**src/phy_status_regs.svh**
```systemverilog
// register offsets, field positions, reset values and frame constants of the phy status bank
`ifndef PHY_STATUS_REGS_SVH
`define PHY_STATUS_REGS_SVH

// management register addresses
`define PHY_LINK_STATUS_ADDR 5'h01
`define PHY_IDENTIFIER_HIGH_ADDR 5'h02

// status word reset value
`define PHY_LINK_STATUS_RESET 16'h7849

// status field positions
`define ST_T4_BIT 15
`define ST_X_FD_BIT 14
`define ST_X_HD_BIT 13
`define ST_10_FD_BIT 12
`define ST_10_HD_BIT 11
`define ST_RSVD_HI 10
`define ST_RSVD_LO 7
`define ST_PRE_SUPP_BIT 6
`define ST_AN_DONE_BIT 5
`define ST_REM_FAULT_BIT 4
`define ST_AN_ABLE_BIT 3
`define ST_LINK_BIT 2
`define ST_JABBER_BIT 1
`define ST_EXT_CAP_BIT 0

// fixed capability values and the reset value of the strap-set ability bit
`define CAP_T4 1'h0
`define CAP_X_FD 1'h1
`define CAP_X_HD 1'h1
`define CAP_10_FD 1'h1
`define CAP_10_HD 1'h1
`define CAP_PRE_SUPP 1'h1
`define CAP_EXT 1'h1
`define AN_ABLE_RESET 1'h1

// strap sampling, counted in clock edges after reset release
`define STRAP_SAMPLE_AT 2'h2
`define STRAP_DONE 2'h3

// management frame layout
`define MGMT_PHY_ADDR 5'h01
`define MGMT_OP_READ 2'h2
`define MGMT_OP_WRITE 2'h1
`define MGMT_HDR_LAST 5'h0c
`define MGMT_DATA_LAST 5'h0f

`endif

```
**src/phy_status_pkg.sv**
```systemverilog
// types shared by the phy status bank
package phy_status_pkg;

    // management frame receiver states
    typedef enum logic [1:0] {
        ST_IDLE = 2'b00,
        ST_HDR = 2'b01,
        ST_TURN = 2'b10,
        ST_DATA = 2'b11
    } mgmt_state_t;

endpackage

```
**src/pin_sync.sv**
```systemverilog
// two flip-flop synchroniser for a group of pin inputs
`timescale 1ns/1ps

module pin_sync #(
    parameter int WIDTH = 1
) (
    // clock and reset
    input wire logic clk_i,
    input wire logic nrst_i,
    // asynchronous inputs and their synchronised copies
    input wire logic [WIDTH-1:0] async_i,
    output logic [WIDTH-1:0] sync_o
);

    logic [WIDTH-1:0] meta_reg;
    logic [WIDTH-1:0] sync_reg;

    // first stage is read by the second stage only
    genvar g;
    generate
        for (g = 0; g < WIDTH; g++) begin : g_bit
            always_ff @(posedge clk_i or negedge nrst_i) begin
                if (!nrst_i) begin
                    meta_reg[g] <= 1'b0;
                    sync_reg[g] <= 1'b0;
                end else begin
                    meta_reg[g] <= async_i[g];
                    sync_reg[g] <= meta_reg[g];
                end
            end
        end
    endgenerate

    assign sync_o = sync_reg;

endmodule

```
**src/phy_status_bank.sv**
```systemverilog
// phy status and identifier registers behind an internal management serial slave
`timescale 1ns/1ps
`include "phy_status_regs.svh"

module phy_status_bank #(
    // identifier bits; value is arbitrary, not a real maker code
    parameter logic [15:0] ID_HIGH_VALUE = 16'h5a3c
) (
    // clock and reset
    input wire logic clk_i,
    input wire logic nrst_i,
    // internal management path from the mac access control logic
    input wire logic mdc_i,
    input wire logic mdio_i,
    output logic mdio_o,
    output logic mdio_oe_n_o,
    // mode strap pin
    input wire logic an_mode_strap_i,
    // phy state on this clock
    input wire logic an_enable_i,
    input wire logic an_done_i,
    input wire logic link_up_i,
    input wire logic remote_fault_i,
    input wire logic jabber_i
);

    // synchronised pins
    // order inside the synchroniser: clock, data, strap
    logic [2:0] pin_sync_out;
    logic mdc_s;
    logic mdio_s;
    logic strap_s;

    // frame receiver state
    phy_status_pkg::mgmt_state_t state_reg;
    phy_status_pkg::mgmt_state_t state_next;
    // bit count within the current field of the frame
    logic [4:0] cnt_reg;
    logic [4:0] cnt_next;
    logic [12:0] hdr_reg;
    logic [12:0] hdr_next;
    logic [15:0] shift_reg;
    logic [15:0] shift_next;
    logic rd_reg;
    logic rd_next;
    logic mdc_d_reg;
    logic mdio_reg;
    logic mdio_next;
    logic oe_n_reg;
    logic oe_n_next;

    // latched status
    // the fault, link and jabber latches clear in reset, so the first status read after reset shows the link down
    logic rem_fault_reg;
    logic link_reg;
    logic jabber_reg;
    logic an_able_reg;
    // edges counted after reset release until the strap has passed both synchroniser stages
    logic [1:0] strap_wait_reg;

    // decoded wires
    logic mdc_rise;
    logic [12:0] hdr_full;
    logic hdr_start_ok;
    logic [1:0] hdr_op;
    logic [4:0] hdr_phy;
    logic [4:0] hdr_reg_addr;
    logic frame_is_read;
    logic turn_first;
    logic status_read;
    logic an_done_gated;
    logic [15:0] status_word;

    // read data for a register address; unmapped addresses return zero
    // the identifier word is a parameter so each product variant can carry its own value
    function automatic logic [15:0] read_word(input logic [4:0] addr, input logic [15:0] st);
        logic [15:0] w;
        w = 16'h0000;
        if (addr == `PHY_LINK_STATUS_ADDR) begin
            w = st;
        end else if (addr == `PHY_IDENTIFIER_HIGH_ADDR) begin
            w = ID_HIGH_VALUE;
        end
        return w;
    endfunction

    // clock, data and strap all come from outside this domain
    // the management clock is treated as data: every decision is made on clk_i, so mdc must
    // stay high and low for at least two device clocks or a level is missed
    pin_sync #(
        .WIDTH(3)
    ) u_pin_sync (
        .clk_i(clk_i),
        .nrst_i(nrst_i),
        .async_i({mdc_i, mdio_i, an_mode_strap_i}),
        .sync_o(pin_sync_out)
    );

    assign mdc_s = pin_sync_out[2];
    assign mdio_s = pin_sync_out[1];
    assign strap_s = pin_sync_out[0];

    // edge of the management clock, seen after synchronisation
    // the delayed copy resets low, the idle level of mdc, so leaving reset makes no false edge
    assign mdc_rise = mdc_s & ~mdc_d_reg;

    // header fields: start bit, opcode, phy address, register address
    // the phy address is fixed; frames for another address are clocked through with no answer
    assign hdr_full = {hdr_reg[11:0], mdio_s};
    assign hdr_start_ok = hdr_full[12];
    assign hdr_op = hdr_full[11:10];
    assign hdr_phy = hdr_full[9:5];
    assign hdr_reg_addr = hdr_full[4:0];
    assign frame_is_read = hdr_start_ok && (hdr_op == `MGMT_OP_READ) && (hdr_phy == `MGMT_PHY_ADDR);

    // a status read is counted at the edge where the word is captured, so no event slips in between
    // reads of the identifier or of an unmapped address leave the latched flags alone
    assign turn_first = mdc_rise && (state_reg == phy_status_pkg::ST_TURN) && (cnt_reg == 5'h00);
    assign status_read = turn_first && rd_reg && (hdr_reg[4:0] == `PHY_LINK_STATUS_ADDR);

    // completion flag only while negotiation is enabled
    // live, not latched: it drops at once when negotiation is turned off
    assign an_done_gated = an_done_i & an_enable_i;

    // assembled status word
    // capability flags are constants except bit 3, taken from the strap; bits 5, 4, 2 and 1 follow the phy state
    always_comb begin
        status_word = 16'h0000; // reserved bits stay zero
        status_word[`ST_T4_BIT] = `CAP_T4;
        status_word[`ST_X_FD_BIT] = `CAP_X_FD;
        status_word[`ST_X_HD_BIT] = `CAP_X_HD;
        status_word[`ST_10_FD_BIT] = `CAP_10_FD;
        status_word[`ST_10_HD_BIT] = `CAP_10_HD;
        status_word[`ST_PRE_SUPP_BIT] = `CAP_PRE_SUPP;
        status_word[`ST_AN_DONE_BIT] = an_done_gated;
        status_word[`ST_REM_FAULT_BIT] = rem_fault_reg;
        status_word[`ST_AN_ABLE_BIT] = an_able_reg;
        status_word[`ST_LINK_BIT] = link_reg;
        status_word[`ST_JABBER_BIT] = jabber_reg;
        status_word[`ST_EXT_CAP_BIT] = `CAP_EXT;
    end

    // frame receiver: preamble ones are skipped, the first zero is the start bit
    // limitation: a frame cut short is not noticed; the receiver waits for the missing rises
    // and then takes the start of the next frame as the tail of the old one
    // trade-off: no timeout counter, as nothing in the frame format bounds the mdc period
    always_comb begin
        state_next = state_reg;
        cnt_next = cnt_reg;
        hdr_next = hdr_reg;
        shift_next = shift_reg;
        rd_next = rd_reg;
        mdio_next = mdio_reg;
        oe_n_next = oe_n_reg;
        if (mdc_rise) begin
            unique case (state_reg)
                phy_status_pkg::ST_IDLE: begin
                    // no preamble count is kept, so suppressed preambles work
                    if (!mdio_s) begin
                        state_next = phy_status_pkg::ST_HDR;
                        cnt_next = 5'h00;
                        hdr_next = 13'h0000;
                    end
                end
                phy_status_pkg::ST_HDR: begin
                    // the last header bit comes straight from the wire, so no extra rise is needed
                    hdr_next = hdr_full;
                    cnt_next = cnt_reg + 5'h01;
                    if (cnt_reg == `MGMT_HDR_LAST) begin
                        // a bad start bit drops the frame back to idle
                        state_next = hdr_start_ok ? phy_status_pkg::ST_TURN : phy_status_pkg::ST_IDLE;
                        cnt_next = 5'h00;
                        rd_next = frame_is_read;
                    end
                end
                phy_status_pkg::ST_TURN: begin
                    cnt_next = cnt_reg + 5'h01;
                    if (cnt_reg == 5'h00) begin
                        // second turnaround bit is driven low by the responder
                        // the word is captured at the same edge that releases the latched flags
                        if (rd_reg) begin
                            oe_n_next = 1'b0;
                            mdio_next = 1'b0;
                            shift_next = read_word(hdr_reg[4:0], status_word);
                        end
                    end else begin
                        // second turnaround rise puts the top data bit out
                        state_next = phy_status_pkg::ST_DATA;
                        cnt_next = 5'h00;
                        if (rd_reg) begin
                            mdio_next = shift_reg[15];
                            shift_next = {shift_reg[14:0], 1'b0};
                        end
                    end
                end
                phy_status_pkg::ST_DATA: begin
                    // write data is clocked through and thrown away
                    cnt_next = cnt_reg + 5'h01;
                    if (cnt_reg == `MGMT_DATA_LAST) begin
                        // release at the last rise, before the master may start another frame
                        state_next = phy_status_pkg::ST_IDLE;
                        oe_n_next = 1'b1;
                        mdio_next = 1'b0;
                        rd_next = 1'b0;
                    end else if (rd_reg) begin
                        mdio_next = shift_reg[15];
                        shift_next = {shift_reg[14:0], 1'b0};
                    end
                end
            endcase
        end
    end

    // receiver registers
    // the answer leaves about three device clocks after the mdc rise, long before the next rise samples it
    always_ff @(posedge clk_i or negedge nrst_i) begin
        if (!nrst_i) begin
            state_reg <= phy_status_pkg::ST_IDLE;
            cnt_reg <= 5'h00;
            hdr_reg <= 13'h0000;
            shift_reg <= 16'h0000;
            rd_reg <= 1'b0;
            mdc_d_reg <= 1'b0;
            mdio_reg <= 1'b0;
            oe_n_reg <= 1'b1;
        end else begin
            state_reg <= state_next;
            cnt_reg <= cnt_next;
            hdr_reg <= hdr_next;
            shift_reg <= shift_next;
            rd_reg <= rd_next;
            mdc_d_reg <= mdc_s;
            mdio_reg <= mdio_next;
            oe_n_reg <= oe_n_next;
        end
    end

    // sticky faults: a live condition always wins over the release by a read
    // a read that meets a live condition leaves the flag set, so the host sees it again
    always_ff @(posedge clk_i or negedge nrst_i) begin
        if (!nrst_i) begin
            rem_fault_reg <= 1'b0;
            jabber_reg <= 1'b0;
        end else begin
            rem_fault_reg <= remote_fault_i | (rem_fault_reg & ~status_read);
            jabber_reg <= jabber_i | (jabber_reg & ~status_read);
        end
    end

    // link bit latches low; only a read can bring it back up, and only if the link is up then
    // the read that brings the bit back still returns 0, so a short drop is never missed
    always_ff @(posedge clk_i or negedge nrst_i) begin
        if (!nrst_i) begin
            link_reg <= 1'b0;
        end else begin
            link_reg <= link_up_i & (link_reg | status_read);
        end
    end

    // strap is taken once after reset release, when the synchroniser holds a settled value
    // the first edges after release still see the cleared stages, so an earlier sample would read 0
    // the ability bit keeps its reset value until then, and a strap moved later is not followed
    always_ff @(posedge clk_i or negedge nrst_i) begin
        if (!nrst_i) begin
            an_able_reg <= `AN_ABLE_RESET;
            strap_wait_reg <= 2'h0;
        end else begin
            if (strap_wait_reg != `STRAP_DONE) begin
                strap_wait_reg <= strap_wait_reg + 2'h1;
            end
            if (strap_wait_reg == `STRAP_SAMPLE_AT) begin
                an_able_reg <= strap_s;
            end
        end
    end

    // serial answer comes straight from flip-flops
    // the enable is active low and released in reset, so the line is never driven
    // before the receiver state is known
    assign mdio_o = mdio_reg;
    assign mdio_oe_n_o = oe_n_reg;

endmodule

```
**config.mk**
```make
export PLATFORM = sky130hd
export DESIGN_NAME = phy_status_bank
export DESIGN_NICKNAME = d
export VERILOG_FILES = /design/src/phy_status_pkg.sv /design/src/pin_sync.sv /design/src/phy_status_bank.sv
export VERILOG_INCLUDE_DIRS = /design/src /design/src/src
export SDC_FILE = /design/constraint.sdc
export NUM_CORES = 1
export LEC_CHECK = 0
export BUFFER_PORTS_ARGS = -buffer_cell sky130_fd_sc_hd__buf_2
export CELL_PAD_IN_SITES_DETAIL_PLACEMENT = 1
export CELL_PAD_IN_SITES_GLOBAL_PLACEMENT = 1
export CORE_UTILIZATION = 45
export DETAILED_ROUTE_END_ITERATION = 7
export GPL_TIMING_DRIVEN = 0
export PLACE_DENSITY_LB_ADDON = 0.1
export REMOVE_ABC_BUFFERS = 1
export SETUP_SLACK_MARGIN = 0.02
export SYNTH_ARGS = -nofsm -noshare
export SYNTH_HDL_FRONTEND = slang
export SYNTH_HIERARCHICAL = 1
export SYNTH_SLANG_ARGS = --single-unit
```
**constraint.sdc**
```tcl
create_clock -name clk_i -period 3.44 [get_ports clk_i]
set_input_delay 0.172 -clock clk_i [delete_from_list [all_inputs] [get_ports clk_i]]
set_output_delay 0.172 -clock clk_i [all_outputs]
set_load 0.02 [all_outputs]
```
==> summary.txt, run 1 <==
Run status
  – Status: finished, final reports clean

Synthesis
  – Avg Cell Area, Syn: 11.7 um^2
  – Simple-gate share of the synthesized area: 0.135
  – Post-Synth Adder-Cell Area: 0.0280
  – Yosys reg bits: 51
  – Register area share after synthesis: 0.573
  – Synth warn: 6
  – Synth Area in XOR/XNOR: 0.00392
  – Post-synth ARST share: 1.00
  – Cells after Synth: 190
  – Main synth FF type: dfrtp_1
  – Library cells used by synthesis: 51
  – Synth Area in Compound Gates: 0.219
  – Cell Area, Synth: 2230 um^2
  – Number of synthesized flops with an enable pin: 0
  – Multiplexer share of the synthesized area: 0.0140
  – Largest family of logic cells by synthesized area: compound AO/OA/AOI/OAI gates

Clock network
  – Worst-path clk slew: 0.09 ns
  – Clock Sinks: 51
  – CTS tree: built
  – Clock buffer count from CTS: 5
  – Post-cts resize count: 0
  – Clk buf depth: 2
  – Htree depth: 2
  – CTS root buffer: clkbuf_8
  – Worst-Skew Late Latency: 0.30 ns

Finish
  – Most common cell after layout, fill and taps aside: dfrtp_1
  – Final #Nets: 217
  – Util after Layout: 0.519
  – Most frequent cells in the layout: dfrtp_1, a22o_1, nand2_1, nor2_1, buf_2
  – Layout cells sized above 1: 0.128
  – Largest register FFs: 16
  – Diode count: 0
  – Area grow syn2layout: 10.7%

Placement
  – GPL Wtd Cong: 0.789
  – IO buf count: 11
  – Setup WS pre-CTS: 0.976 ns
  – Post-DP HPWL: 3150 um

STA
  – Worst Max-Slew Pin Slew: 1.09 ns
  – Fin. Hold Viols: 0
  – RSZ-0062 raised after global routing: false
  – Final setup viols: 0
  – Worst rel slew slack: 0.276
  – Worst setup margin: 0.968 ns
  – Fmax: 405 MHz
  – Final period utilization: 0.719
  – Total negative slack: 0 ns
  – Final Slew Violations: 0
  – Fin crit period: 2.47 ns
  – Clock skew: 0.00856 ns

Die
  – Overall die area: 5250 um^2
  – Core box area: 4750 um^2
  – Die H: 72.4 um
  – Io pins: 12
  – Die width: 72.4 um
  – Std-Cell Rows: 25
  – Initial core utilization: 0.469

Drt
  – Antenna-violating nets left: 0
  – Detailed Route Iter0 Violations: 123
  – WL final: 4590 um
  – DR vias/cell: 5.78
  – TritonRoute pass-1 iters: 4
  – Vias: 1560
  – DR WL/cell: 17.0 um
  – DRC viols: 0

GRT
  – GRT Total Usage: 0.202
  – First-pass GRT wire length: 8070 um
  – Initial antenna violation count: 0
  – Largest net degree at the start of global routing: 52
  – GRT Residual Overflow: 0
  – Vias in the first global route: 1596

Setup path
  – Critical path type: flip-flop to flip-flop
  – CP Launch Type: flip-flop
  – Crit path DAT: 2.66 ns
  – Worst Path Max Fanout: 15
  – Critical path required time: 3.63 ns
  – Nature of the critical path endpoint: flip-flop

Power and ir drop
  – Leakage: 1.10 nW
  – P per Cell Area: 605 nW/um^2
  – Worst VDD drop: 0.264 mV

Job
  – Max Cap Viol: 0

Hold path
  – Worst min path class: input port to flip-flop
==> power by group <==
part	switching (W)	internal, W
Clock	0.000194	0.000218
Combinational	0.000163	0.000140
Sequential	0.000106	0.000673
Total	0.000463	0.00103
==> kinds of logic (layout without fill, tap and decap cells) <==
group,count (synthesis),in the layout
XOR/XNOR,1,1
buffers and inverters,14,27
AND/OR/NAND/NOR,54,54
multiplexers,3,3
adder cells (fa/ha/maj),5,5
flip-flops,51,51
AO/OA/AOI/OAI,62,62
==> repair_timing <==
item	in CTS	in global routing
hold buffers	3	0
hold endpoints to repair	3	0
setup buffers	0	0
==> synth_stat cells, drive strengths merged (5+ instances only) <==
| master | n | share of area |
|---|---|---|
| nand2 | 12 | 0.020 |
| nor2 | 11 | 0.018 |
| a21oi | 6 | 0.013 |
| dfrtp | 49 | 0.55 |
| a22o | 20 | 0.079 |
| ha | 5 | 0.028 |
| a21o | 5 | 0.017 |
| nand2b | 5 | 0.014 |
| a221o | 6 | 0.027 |
| clkbuf | 7 | 0.012 |
| o21ai | 7 | 0.016 |
| inv | 5 | 0.0084 |
| nand3 | 8 | 0.018 |
==> per-layer routing <==
layer,track usage,part of all wire
met1,0.283,0.48
met2,0.313,0.48
met3,0.0417,0.026
met4,0.0697,0.0096
met5,0,0
==> per-stage QoR <==
step	hold WS, ns	std cells	power [W]	cell area, um^2
finish	0.0508	270	0.00149	2470
global route	0.0515	270	0.00157	2470
CTS	0.0406	270	0.00150	2460
detailed placement	0.282	259	0.00108	2330
global placement	0.281	259	0.00106	2330
floorplan	-0.124	181	0.000983	2190
==> final cells by class <==
class                           count  area [um^2]
Fill cell                         523         2280
Inverter                            5         18.8
Tap cell                           67         83.8
Sequential cell                    51         1280
Multi-Input combinational cell    125          897
Clock buffer                        7         76.3
Timing Repair Buffer               14         85.1
Clock inverter                      1         30.0
==> final timing paths <==
path	from	endpoint	slack, ns	cells past startpoint
worst max-delay path	cnt_reg[0]	shift_reg[13]	0.97	6
worst min-delay path	jabber_i	jabber_reg	0.05	2
worst max register to register	cnt_reg[0]	shift_reg[13]	0.97	6
worst min register to register	u_pin_sync/meta_reg[2]	u_pin_sync/sync_o[2]	0.36	0
max in group asynchronous	nrst_i	jabber_reg	2.70	1
min in group asynchronous	nrst_i	cnt_reg[4]	0.07	1
==> critical path, cell delays in order (launching register included) <==
cell,delay (ns)
dfrtp_1,0.44
ha_1,0.26
and3_2,0.22
ha_1,0.25
nand2_1,0.22
nand3_1,0.45
a221o_1,0.51
(Power assumes the default switching activity.)
==> run 2, diff against run 1 <==
==> constraint.sdc (replaced) <==
create_clock -name clk_i -period 2.55 [get_ports clk_i]
set_input_delay 0.1275 -clock clk_i [delete_from_list [all_inputs] [get_ports clk_i]]
set_output_delay 0.1275 -clock clk_i [all_outputs]
set_load 0.02 [all_outputs]
==> run 2 against run 1 <==
Against the previous run: largest power group unchanged; fmax increased by 9.8%; sequential power increased by 35%; die area unchanged; highest routed layer unchanged; combinational power increased by 35%; final cell count increased by 0.37%.
==> summary.txt, run 2 (same netlist as run 1, synthesis figures left out) <==
Run status
  – Status: finished, final reports clean

Finish
  – Largest register FFs: 16
  – Final #Nets: 218
  – Filler Cell Count: 522
  – Util after Layout: 0.523
  – Area grow syn2layout: 11.3%
  – Most common cell after layout, fill and taps aside: dfrtp_1
  – Diode count: 0
  – Layout cells sized above 1: 0.132
  – Most frequent cells in the layout: dfrtp_1, a22o_1, nand2_1, nor2_1, buf_2

STA
  – Worst rel slew slack: 0.276
  – Final Slew Violations: 0
  – Worst Max-Slew Pin Slew: 1.09 ns
  – Fin. Hold Viols: 0
  – Fmax: 444 MHz
  – Total negative slack: 0 ns
  – RSZ-0062 raised after global routing: false
  – Final period utilization: 0.883
  – Fin crit period: 2.25 ns
  – Clock skew: 0.00906 ns
  – Final hold slack: 0.0104 ns
  – Final setup viols: 0

Die
  – Die H: 72.4 um
  – Initial core utilization: 0.469
  – Core box area: 4750 um^2
  – Std-Cell Rows: 25
  – Overall die area: 5250 um^2
  – Io pins: 12
  – Die width: 72.4 um

Placement
  – IO buf count: 11
  – GPL Wtd Cong: 0.789
  – Post-DP HPWL: 3150 um

Setup path
  – Crit path DAT: 2.44 ns
  – CP Launch Type: flip-flop
  – Worst Path Max Fanout: 15
  – Nature of the critical path endpoint: flip-flop
  – Critical path required time: 2.74 ns
  – Critical path type: flip-flop to flip-flop

Power and ir drop
  – Leakage: 1.10 nW
  – P per Cell Area: 811 nW/um^2
  – Worst VDD drop: 0.358 mV

GRT
  – Initial antenna violation count: 0
  – GRT Total Usage: 0.202
  – Largest net degree at the start of global routing: 52
  – First-pass GRT wire length: 8100 um
  – GRT Residual Overflow: 0
  – Vias in the first global route: 1602

Clock network
  – Clock Sinks: 51
  – Setup bufs post-CTS: 0
  – Htree depth: 2
  – Clk buf depth: 2
  – Worst-path clk slew: 0.09 ns
  – Clock buffer count from CTS: 5
  – CTS root buffer: clkbuf_8
  – Worst-Skew Late Latency: 0.30 ns
  – CTS tree: built

Drt
  – DR vias/cell: 5.79
  – WL final: 4630 um
  – Detailed Route Iter0 Violations: 134
  – DRC viols: 0
  – Antenna-violating nets left: 0
  – TritonRoute pass-1 iters: 4
  – Vias: 1568
  – DR WL/cell: 17.1 um

Hold path
  – Worst min path class: input port to flip-flop

Job
  – Max Cap Viol: 0
run 2: cell types whose count changed in the layout (fill, tap and decap cells not counted), sizes merged:
cell,change
dlygate4sd3,+1
run 2: routing by layer:
layer  share of wire  vias up  track usage
met5               0        -            0
met4          0.0095        0       0.0697
met3           0.022        5       0.0417
met2            0.48       19        0.313
met1            0.49      803        0.285
li1                -      741            -
run 2: area by class of cell:
| type | instances | area [um^2] | area share |
|---|---|---|---|
| Timing Repair Buffer | 15 | 95.1 | 0.0383 |
| Inverter | 5 | 18.8 | 0.00755 |
| Multi-Input combinational cell | 125 | 902 | 0.363 |
| Tap cell | 67 | 83.8 | 0.0337 |
| Clock inverter | 1 | 30.0 | 0.0121 |
| Sequential cell | 51 | 1280 | 0.515 |
| Clock buffer | 7 | 76.3 | 0.0307 |
run 2: final timing paths:
kind,slack [ns],cells past startpoint,from,to
max,0.30,6,cnt_reg[0],shift_reg[13]
max in group asynchronous,1.86,1,nrst_i,jabber_reg
min in group asynchronous,0.02,1,nrst_i,cnt_reg[4]
min,0.01,2,remote_fault_i,rem_fault_reg
min reg2reg,0.36,0,u_pin_sync/meta_reg[2],u_pin_sync/sync_o[2]
max reg2reg,0.30,6,cnt_reg[0],shift_reg[13]
run 2: repair_timing:
item / CTS / global route
endpoints found under the setup margin: 0 / 10
hold endpoints to repair: 4 / 0
hold buffers: 4 / 0
resized for setup: 0 / 1
run 2: worst max-delay path: stages (launching register included):
cell	delay, ns
dfrtp_1	0.44
ha_1	0.26
and3_2	0.22
ha_1	0.25
nand2_1	0.23
nand3_2	0.29
a221o_1	0.45
run 2: metrics by stage:
stage / cells / setup WS (ns) / area, um^2 / total power, W
finish: 271 / 0.298 / 2480 / 0.00202
global route: 271 / 0.132 / 2480 / 0.00212
CTS: 271 / 0.0723 / 2470 / 0.00202
detailed placement: 259 / 0.0856 / 2330 / 0.00146
global placement: 259 / 0.217 / 2330 / 0.00143
floorplan: 181 / 0.513 / 2190 / 0.00133
run 2: power by group:
| part | leakage [nW] | internal [W] | switching (W) |
|---|---|---|---|
| clock network | 0.0524 | 0.000294 | 0.000263 |
| logic | 0.403 | 0.000190 | 0.000218 |
| registers | 0.647 | 0.000907 | 0.000144 |
